File: src/mac_periph_pkg.sv
// constants for the memory-mapped multiply-accumulate peripheral
`default_nettype none
package mac_periph_pkg;
  localparam int unsigned ADDR_W = 16;
  localparam int unsigned DATA_W = 16;

  // word addresses of the register map
  localparam logic [15:0] ADDR_UNSIGNED_OP = 16'h0130;
  localparam logic [15:0] ADDR_SIGNED_OP   = 16'h0132;
  localparam logic [15:0] ADDR_ACCUM_OP    = 16'h0134;
  localparam logic [15:0] ADDR_SECOND_OP   = 16'h0138;
  localparam logic [15:0] ADDR_RESULT_LO   = 16'h013a;
  localparam logic [15:0] ADDR_RESULT_HI   = 16'h013c;
  localparam logic [15:0] ADDR_RESULT_EXT  = 16'h013e;

  // extension register contents
  localparam logic [15:0] EXT_ZERO  = 16'h0000;
  localparam logic [15:0] EXT_ONES  = 16'hffff;
  localparam logic [15:0] EXT_CARRY = 16'h0001;

  // value on the read data port after reset and for unmapped reads
  localparam logic [15:0] RDATA_RESET = 16'h0000;
  localparam logic [7:0]  BYTE_CLEAR  = 8'h00;

  typedef enum logic [1:0] {
    MODE_UNSIGNED,
    MODE_SIGNED,
    MODE_ACCUM
  } mode_t;

  typedef enum logic [2:0] {
    REG_NONE,
    REG_FIRST_OP,
    REG_SECOND_OP,
    REG_RESULT_LO,
    REG_RESULT_HI,
    REG_RESULT_EXT
  } reg_sel_t;
endpackage
`default_nettype wire

File: src/mac_arith.sv
// combinational multiply and accumulate arithmetic
`default_nettype none
module mac_arith
  import mac_periph_pkg::*;
#(
  parameter int unsigned W = 16
) (
  input  wire logic [W-1:0]   op_a_i,
  input  wire logic [W-1:0]   op_b_i,
  input  wire mode_t          mode_i,
  input  wire logic [2*W-1:0] acc_i,
  output logic      [2*W-1:0] sum_o,
  output logic      [W-1:0]   ext_o
);
  logic        [2*W-1:0] prod_u;
  logic        [2*W-1:0] prod_s;
  logic        [2*W:0]   acc_sum;
  logic signed [2*W-1:0] sx_a;
  logic signed [2*W-1:0] sx_b;

  assign prod_u = {{W{1'b0}}, op_a_i} * {{W{1'b0}}, op_b_i};
  // sign extend first so the product is formed at full width
  assign sx_a = {{W{op_a_i[W-1]}}, op_a_i}; // [RULE_12]
  assign sx_b = {{W{op_b_i[W-1]}}, op_b_i}; // [RULE_12]
  // two's complement product; the low 2W bits are exact
  assign prod_s = sx_a * sx_b;
  assign acc_sum = {1'b0, acc_i} + {1'b0, prod_u};

  always_comb begin
    case (mode_i)
      MODE_UNSIGNED: begin
        sum_o = prod_u;
        ext_o = EXT_ZERO; // [RULE_09]
      end
      MODE_SIGNED: begin
        sum_o = prod_s; // [RULE_12]
        ext_o = prod_s[2*W-1] ? EXT_ONES : EXT_ZERO; // [RULE_10]
      end
      MODE_ACCUM: begin
        sum_o = acc_sum[2*W-1:0]; // [RULE_11]
        ext_o = acc_sum[2*W] ? EXT_CARRY : EXT_ZERO; // [RULE_11]
      end
      default: begin
        sum_o = prod_u;
        ext_o = EXT_ZERO;
      end
    endcase
  end
endmodule
`default_nettype wire

File: src/mac_periph.sv
// peripheral multiply-accumulate unit with its register file
// Operation
// RULE_01: first operand address picks the mode
// RULE_02: first operand write only stores, never starts
// RULE_03: second operand write starts selected operation
// RULE_04: all results update at once, readable next
// RULE_05: host waits one slot for indirect reads
// RULE_06: low result holds bits 15..0, read/write
// RULE_07: high result holds bits 31..16
// RULE_08: extension register read-only, mode dependent
// RULE_09: unsigned mode extension always zero
// RULE_10: signed mode extension follows bit 31
// RULE_11: accumulate adds product, extension holds carry
// RULE_12: signed mode uses two's complement operands
// RULE_13: byte write to operand clears upper byte
// RULE_14: word registers, bytes reach lower byte only
// RULE_15: data registers keep contents across reset
// RULE_16: results hold until next second operand write
// RULE_17: host writes to result words replace them
`default_nettype none
module mac_periph
  import mac_periph_pkg::*;
#(
  parameter int unsigned AW = ADDR_W,
  parameter int unsigned DW = DATA_W
) (
  input  wire logic          CLK_I,
  input  wire logic          RST_B_I,
  input  wire logic [AW-1:0] ADDR_I,
  input  wire logic          WR_I,
  input  wire logic          RD_I,
  input  wire logic          BYTE_I,
  input  wire logic [DW-1:0] WDATA_I,
  output logic      [DW-1:0] RDATA_O
);
  logic [DW-1:0]   first_op_ff;
  logic [DW-1:0]   second_op_ff;
  mode_t           mode_ff;
  logic [DW-1:0]   res_lo_ff;
  logic [DW-1:0]   res_hi_ff;
  logic [DW-1:0]   res_ext_ff;

  reg_sel_t        wr_sel;
  reg_sel_t        rd_sel;
  logic            wr_upper;
  logic            rd_upper;
  logic            start_op;
  logic [DW-1:0]   op_wdata;
  logic [DW-1:0]   nxt_second_op;
  logic [2*DW-1:0] calc_sum;
  logic [DW-1:0]   calc_ext;
  logic [DW-1:0]   nxt_rdata;

  // word decode, shared by the read and write paths
  function automatic reg_sel_t decode(input logic [AW-1:0] a);
    logic [AW-1:0] w;
    w = {a[AW-1:1], 1'b0};
    case (w)
      ADDR_UNSIGNED_OP: decode = REG_FIRST_OP;
      ADDR_SIGNED_OP:   decode = REG_FIRST_OP;
      ADDR_ACCUM_OP:    decode = REG_FIRST_OP;
      ADDR_SECOND_OP:   decode = REG_SECOND_OP;
      ADDR_RESULT_LO:   decode = REG_RESULT_LO;
      ADDR_RESULT_HI:   decode = REG_RESULT_HI;
      ADDR_RESULT_EXT:  decode = REG_RESULT_EXT;
      default:          decode = REG_NONE;
    endcase
  endfunction

  // byte write into a result word keeps its upper byte
  function automatic logic [DW-1:0] merge_low(input logic [DW-1:0] old,
                                              input logic [DW-1:0] d,
                                              input logic          byt);
    merge_low = byt ? {old[DW-1:8], d[7:0]} : d;
  endfunction

  assign wr_sel   = decode(ADDR_I);
  assign rd_sel   = decode(ADDR_I);
  // an odd byte address names no register: upper bytes are unreachable
  assign wr_upper = BYTE_I & ADDR_I[0]; // [RULE_14]
  assign rd_upper = BYTE_I & ADDR_I[0]; // [RULE_14]

  // operand byte writes behave like cpu registers
  assign op_wdata = BYTE_I ? {BYTE_CLEAR, WDATA_I[7:0]} : WDATA_I; // [RULE_13]

  assign start_op = WR_I & ~wr_upper & (wr_sel == REG_SECOND_OP); // [RULE_03]
  assign nxt_second_op = op_wdata;

  // product uses the operand being written, so results land in one edge
  mac_arith #(
    .W (DW)
  ) u_arith (
    .op_a_i (first_op_ff),
    .op_b_i (nxt_second_op),
    .mode_i (mode_ff),
    .acc_i  ({res_hi_ff, res_lo_ff}),
    .sum_o  (calc_sum),
    .ext_o  (calc_ext)
  );

  // operand and mode registers: no reset, contents survive it
  always_ff @(posedge CLK_I) begin // [RULE_15]
    if (WR_I && !wr_upper && wr_sel == REG_FIRST_OP) begin // [RULE_02]
      first_op_ff <= op_wdata;
      case ({ADDR_I[AW-1:1], 1'b0})
        ADDR_SIGNED_OP: mode_ff <= MODE_SIGNED; // [RULE_01]
        ADDR_ACCUM_OP:  mode_ff <= MODE_ACCUM; // [RULE_01]
        default:        mode_ff <= MODE_UNSIGNED; // [RULE_01]
      endcase
    end
  end

  always_ff @(posedge CLK_I) begin // [RULE_15]
    if (start_op) begin
      second_op_ff <= nxt_second_op;
    end
  end

  // result words: start updates all three, host may overwrite lo/hi
  always_ff @(posedge CLK_I) begin // [RULE_15]
    if (start_op) begin
      res_lo_ff <= calc_sum[DW-1:0]; // [RULE_04] [RULE_06]
    end else if (WR_I && !wr_upper && wr_sel == REG_RESULT_LO) begin
      res_lo_ff <= merge_low(res_lo_ff, WDATA_I, BYTE_I); // [RULE_17]
    end
  end

  always_ff @(posedge CLK_I) begin // [RULE_15]
    if (start_op) begin
      res_hi_ff <= calc_sum[2*DW-1:DW]; // [RULE_04] [RULE_07]
    end else if (WR_I && !wr_upper && wr_sel == REG_RESULT_HI) begin
      res_hi_ff <= merge_low(res_hi_ff, WDATA_I, BYTE_I); // [RULE_17]
    end
  end

  // extension ignores host writes; otherwise held like the others
  always_ff @(posedge CLK_I) begin // [RULE_15]
    if (start_op) begin
      res_ext_ff <= calc_ext; // [RULE_04] [RULE_08]
    end
  end

  always_comb begin
    nxt_rdata = RDATA_RESET;
    if (RD_I && !rd_upper) begin
      case (rd_sel)
        REG_FIRST_OP:   nxt_rdata = first_op_ff;
        REG_SECOND_OP:  nxt_rdata = second_op_ff;
        REG_RESULT_LO:  nxt_rdata = res_lo_ff; // [RULE_16]
        REG_RESULT_HI:  nxt_rdata = res_hi_ff; // [RULE_16]
        REG_RESULT_EXT: nxt_rdata = res_ext_ff; // [RULE_08]
        default:        nxt_rdata = RDATA_RESET;
      endcase
      // byte reads see the lower byte only
      if (BYTE_I) begin // [RULE_14]
        nxt_rdata = {BYTE_CLEAR, nxt_rdata[7:0]};
      end
    end
  end

  always_ff @(posedge CLK_I or negedge RST_B_I) begin
    if (!RST_B_I) begin
      RDATA_O <= RDATA_RESET;
    end else begin
      RDATA_O <= nxt_rdata;
    end
  end
endmodule
`default_nettype wire

File: config.mk
export PLATFORM = sky130hd
export DESIGN_NAME = mac_periph
export DESIGN_NICKNAME = d
export VERILOG_FILES = /design/src/mac_periph_pkg.sv /design/src/mac_arith.sv /design/src/mac_periph.sv
export SDC_FILE = /design/constraint.sdc
export NUM_CORES = 1
export LEC_CHECK = 0
export BUFFER_PORTS_ARGS = -buffer_cell sky130_fd_sc_hd__buf_2
export CORE_ASPECT_RATIO = 0.7
export CORE_UTILIZATION = 55
export DETAILED_ROUTE_END_ITERATION = 12
export PLACE_DENSITY = 0.73
export SETUP_SLACK_MARGIN = 0.1
export SLEW_MARGIN = 15
export SYNTH_ARGS = -nofsm -noshare
export SYNTH_HDL_FRONTEND = slang
export SYNTH_SLANG_ARGS = --single-unit
File: constraint.sdc
create_clock -name CLK_I -period 7.25 [get_ports CLK_I]
set_input_delay 0.3625 -clock CLK_I [delete_from_list [all_inputs] [get_ports CLK_I]]
set_output_delay 0.3625 -clock CLK_I [all_outputs]
set_load 0.03 [all_outputs]
Yosys cells after proc, flatten, opt, wreduce, memory -nomap -nowiden
Cells that the tools add are included.
W data, S select, Z words.
{"block": "classes", "add_sub_neg": 1, "multipliers": 2, "div_mod_pow": 0, "magnitude_cmp": 0, "n_eq_ne": 15, "n_shift": 0, "n_mux": 15, "bitwise": 4, "reduce_logical": 11}
{"op": "$mux W16", "count": 9}
{"op": "$eq A15 B8 Y1 const B", "count": 7}
{"op": "$pmux W16 S5", "count": 1}
{"op": "$mul A16 B16 Y32", "count": 2}
{"op": "$pmux W32 S2", "count": 1}
{"op": "$add A32 B32 Y33", "count": 1}
{"op": "$pmux W16 S2", "count": 1}
{"op": "$pmux W3 S5", "count": 1}
{"op": "$eq A3 B2 Y1 const B", "count": 2}
{"op": "$eq A3 B3 Y1 const B", "count": 2}
{"op": "$logic_and A1 B1 Y1", "count": 5}
{"op": "$pmux W2 S2", "count": 1}
{"op": "$reduce_and A2 Y1", "count": 2}
{"op": "$reduce_bool A2 Y1", "count": 2}
{"op": "$and A1 B1 Y1", "count": 3}
{"op": "$eq A3 B1 Y1 const B", "count": 1}
{"op": "$reduce_or A3 Y1", "count": 1}
{"op": "$eq A2 B1 Y1 const B", "count": 1}
{"op": "$eq A2 B2 Y1 const B", "count": 1}
{"op": "$ne A2 B1 Y1 const B", "count": 1}
{"op": "$logic_not A1 Y1", "count": 1}
{"op": "$mux W1", "count": 1}
{"op": "$not A1 Y1", "count": 1}
{"block": "word_totals", "regBits": 98, "latch_bits": 0, "ram_bits": 0, "romBits": 0, "out_inout_bits": 16, "elab_cells": 57, "n_memories": 0}

Logic depth before layout (Yosys ltp)
{"block": "depth", "depth_word": 7, "mapped_depth": 35}

Hierarchy
From an unflattened synthesis, not the netlist that was laid out.
{"block": "unflattened", "hier_cells": 2198, "area_unflattened_um2": 20951.3}
{"mod": "mac_arith", "n_inst": 1, "cells_per_inst": 1942, "area_each_um2": 16868.7, "seq_area_each_um2": 0.0}
{"mod": "mac_periph", "n_inst": 1, "cells_per_inst": 256, "area_each_um2": 4082.7, "seq_area_each_um2": 2862.7}

Worst setup path before layout
OpenSTA, ideal clock, no wires.
{"block": "synth_path", "path_type": "input-to-reg", "start": "in BYTE_I", "end": "reg res_hi_ff[14], data pin", "setup_ps": 258, "arrival_time_ps": 7806, "required_ps": 6992, "slack_ps": -814, "path_stages": 30, "path_buffers": 3, "cell_sequence": "clkbuf_1 nor2b_1 clkbuf_1 clkbuf_1 nand2_1 fa_1 fa_1 fa_1 inv_1 fa_1 fa_1 inv_1 fa_1 inv_1 ha_1 o21a_1 a221oi_1 o221ai_1 a21oi_1 nor3b_1 xnor2_1 ha_1 a21o_1 a21o_1 a21oi_1 a21o_1 o21ai_0 a221o_1 or4_1 o221a_1"}
{"block": "synth_via", "elab_chain_len": 5, "elab_cells_between_ends": 10, "cone_classes": "1 x add/sub; 2 x mul; 3 x mux; 4 x bitwise"}
{"element": "start, declared", "line": "mac_periph.sv:32", "source": "input wire logic BYTE_I,"}
{"element": "$mux W16 (*)", "line": "mac_periph.sv:84", "source": "assign op_wdata = BYTE_I ? {BYTE_CLEAR, WDATA_I[7:0]} : WDATA_I;"}
{"element": "named net nxt_second_op[15]", "line": "mac_periph.sv:49", "source": "logic [DW-1:0] nxt_second_op;"}
{"element": "$mul A16 B16 Y32", "line": "mac_arith.sv:21", "source": "assign prod_u = {{W{1'b0}}, op_a_i} * {{W{1'b0}}, op_b_i};"}
{"element": "$add A32 B32 Y33", "line": "mac_arith.sv:27", "source": "assign acc_sum = {1'b0, acc_i} + {1'b0, prod_u};"}
{"element": "$pmux W32 S2 (*)", "line": "mac_arith.sv:30", "source": "case (mode_i)"}
{"element": "$mux W16 (*)", "line": "mac_periph.sv:129", "source": "if (start_op) begin"}
{"element": "end signal, assigned", "line": "mac_periph.sv:130", "source": "res_hi_ff <= calc_sum[2*DW-1:DW];"}
{"element": "end signal, assigned", "line": "mac_periph.sv:132", "source": "res_hi_ff <= merge_low(res_hi_ff, WDATA_I, BYTE_I);"}
{"element": "end, declared", "line": "mac_periph.sv:40", "source": "logic [DW-1:0] res_hi_ff;"}
Mark *: on every way through the listed nets, which the timed path passes. The rest lies on a longest branch.
A chain may end at the register's enable or synchronous reset.

Worst setup path in the final report
{"block": "layout_path", "start": "reg first_op_ff[7]", "end": "reg res_hi_ff[14], data pin"}
{"block": "layout_via", "elab_chain_len": 4, "elab_cells_between_ends": 5, "cone_classes": "1 x add/sub; 2 x mul; 2 x mux"}
{"element": "start, declared", "line": "mac_periph.sv:36", "source": "logic [DW-1:0] first_op_ff;"}
{"element": "start signal, assigned", "line": "mac_periph.sv:104", "source": "first_op_ff <= op_wdata;"}
{"element": "$mul A16 B16 Y32", "line": "mac_arith.sv:21"}
{"element": "$add A32 B32 Y33", "line": "mac_arith.sv:27"}
{"element": "$pmux W32 S2 (*)", "line": "mac_arith.sv:30"}
{"element": "$mux W16 (*)", "line": "mac_periph.sv:129"}
Mark *: on every way between the ends. The rest lies on a longest branch, timed or not.

==> results.tsv <==
metric	value	unit
required time worst endpoint	7.37	ns
RSZ-0062 raised after global routing	true	
largest net degree at the start of global routing	44	
CP max-delay cell	fa_2	
EDFF count, synth	68	
Critical Path Max Stage Delay	0.59	ns
WS Path Type	flop to flop	
Avg Inst Size Synth	9.25	sq um
most common cell in the netlist	inv_1	
Critical Path AT	8.13	ns
CTS Buf Count	9	
Syn Std Cell Area	0.0201	sq mm
Cells after Synth	2177	
top cell type's share of synthesized area	36.5	%
global-route usage over all layers	37.9	%
min Tclk post-route	8.01	ns
final wirelength	67900	microns
cell taking the most area after synthesis	fa_1	
DR pass1 iterations	6	
FP Rows	58	
Setup violations, final	19	
detailed placement HPWL	56300	microns
Initial Util	56.0	%
Final Cycle Share	110	%
Hold Path Class	primary input to flop	
Hold WS	0.392	ns
Async S/R FF share, synth	19.0	%
status	finished with violations	
Vias	17600	
share of cells above drive strength 1	27.5	%
full die area	0.0374	sq mm
final hold vios	0	
library cells used by synthesis	83	
antenna violation net count after detailed routing	0	
CP most frequent cell	fa_1	
synth warn	0	
Worst-Margin Slew	1.17	ns
area delta synth->final	27.5	%
CTS tree	yes	
port bufs	52	
pins over their slew limit	0	
Sink Count	84	
Net Count, Synth	2768	
top cells by area, synth	fa_1 36%, ha_1 12%, edfxtp_1 10%, inv_1 8.8%, nand2_1 4.3%	
hold depth	2	
register bit count reported by yosys	84	
global-route wire length before repair	106000	microns
I/O pin count	53	
CP Capture Type	flop	
maxcap violations	0	
slew margin rel.	22.0	%
via-per-instance ratio	5.70	
DRC	0	
vias in the first global route	18500	
WL/cell	22.0	microns
Clock transition at path regs	0.07	ns
Worst Setup Start Kind	flop	
Post-synth top cells	471 x inv_1, 367 x fa_1, 229 x nand2_1, 187 x ha_1, 122 x and2_1	
Peak Freq	125	MHz
Overflow after GRT	0	
# nets final	3199	
Worst-Skew Late Latency	0.37	ns
CTS root buf	clkbuf_16	
H-tree depth	3	
R2R depth	34	
dominant synthesized flop cell	edfxtp_1	
Chip Width	231	microns
sequential share of the synthesized area	12.1	%
initial antenna violation count	2	
filler cell count	2674	
setup ws final	-0.759	ns
Antenna Cells	0	
clock skew	0.0131	ns
DRT iter0 DRCs	1564	
Final Wtd Congestion	1.00	
core area	0.0360	sq mm
worst-case clock buffer depth	2	
failing checks	setup timing	
die height	162	microns
worst-path fanout max	5	
stage by stage:
| stage | setup slack, ns | setup TNS (ns) | instance area [sq um] | utilization, % | instances |
|---|---|---|---|---|---|
| after global routing | -0.955 | -12.88 | 25700 | 71.4 | 3093 |
| after global placement | -0.838 | -10.94 | 24100 | 66.9 | 3031 |
| after detailed placement | -1.01 | -13.78 | 24100 | 66.9 | 3031 |
| after CTS | -0.686 | -6.60 | 25300 | 70.4 | 3084 |
| after floorplan | -0.280 | -0.984 | 20600 | - | 2177 |
| final | -0.759 | -8.76 | 25700 | 71.4 | 3093 |
registers in the layout, indices dropped and copies added, names as in the netlist:
signal and flops:
RDATA_O 16, first_op_ff 16, res_hi_ff 16, res_lo_ff 16
second_op_ff 16, mode_ff 2, res_ext_ff 2
cells in the final DEF (no fill, tap or decap), types with 10 or more instances in the layout:
master / count
xnor2_2: 12
dfrtp_1: 16
a31oi_1: 12
fa_2: 10
a22oi_1: 18
nor3_1: 16
xnor2_1: 48
nand2b_1: 13
o21ai_0: 45
inv_2: 16
buf_4: 392
ha_4: 22
buf_12: 14
nand3_1: 20
a21oi_1: 56
and2_1: 115
edfxtp_1: 68
a21o_1: 38
ha_1: 161
fa_1: 357
a21oi_2: 24
buf_6: 28
nor2b_1: 16
buf_2: 52
inv_1: 455
xor2_1: 16
nor2_1: 71
o21ai_1: 21
nand2_1: 222
kinds of logic (layout without fill, tap and decap cells):
kind of cell / after synthesis / after routing / share of synthesized area [%]
flops: 84 / 84 / 12.1
buf+inv: 541 / 977 / 10.2
mux: 12 / 12 / 0.652
fa+ha+maj: 554 / 554 / 48.1
xor+xnor: 82 / 82 / 3.57
compound gates: 351 / 351 / 11.8
simple gates: 553 / 553 / 13.6
routing by layer:
layer | vias to the layer above | track usage (%) | wire length, microns
li1 | 7806 | - | -
met1 | 8850 | 56.2 | 29600
met2 | 869 | 56.8 | 29400
met3 | 109 | 8.67 | 7500
met4 | 0 | 7.80 | 1370
met5 | - | 0 | 0
timing repair:
action	4_1_cts	5_1_grt
hold endpoints to repair	16	0
gates resized for setup	149	59
setup endpoints to repair	20	21
hold buffers	1	0
pin swaps	125	64
buffers inserted	40	13
critical path, delay by kind of cell, from the launching register on:
kind            cells  cell delay, ns
compound gates     12            1.92
xor+xnor            1            0.13
fa+ha+maj           8            3.53
buf+inv             6            0.56
flops               1            0.49
simple gates        7            1.14
final timing paths:
kind / slack, ns / end / start
max reg2reg: -0.76 / res_hi_ff[14] / first_op_ff[7]
max: -0.76 / res_hi_ff[14] / first_op_ff[7]
min: 0.39 / mode_ff[0] / ADDR_I[2]
min in group asynchronous: 0.47 / RDATA_O[12] / RST_B_I
max in group asynchronous: 6.47 / RDATA_O[6] / RST_B_I
min reg2reg: 0.65 / RDATA_O[7] / second_op_ff[7]
cell type report:
cell class / count / area, sq um / share of cell area, %
well taps: 480 / 601 / 2.34
flip-flops and latches: 84 / 2440 / 9.51
clock buffers: 9 / 225 / 0.877
repair buffers: 489 / 3840 / 14.9
multi-input cells: 1552 / 16700 / 65.1
clock inverters: 7 / 82.6 / 0.321
inverters: 472 / 1780 / 6.92
Power is left out: the tool's default activity adds up to more than one toggle a clock period on the data nets, which glitch-free logic cannot reach.
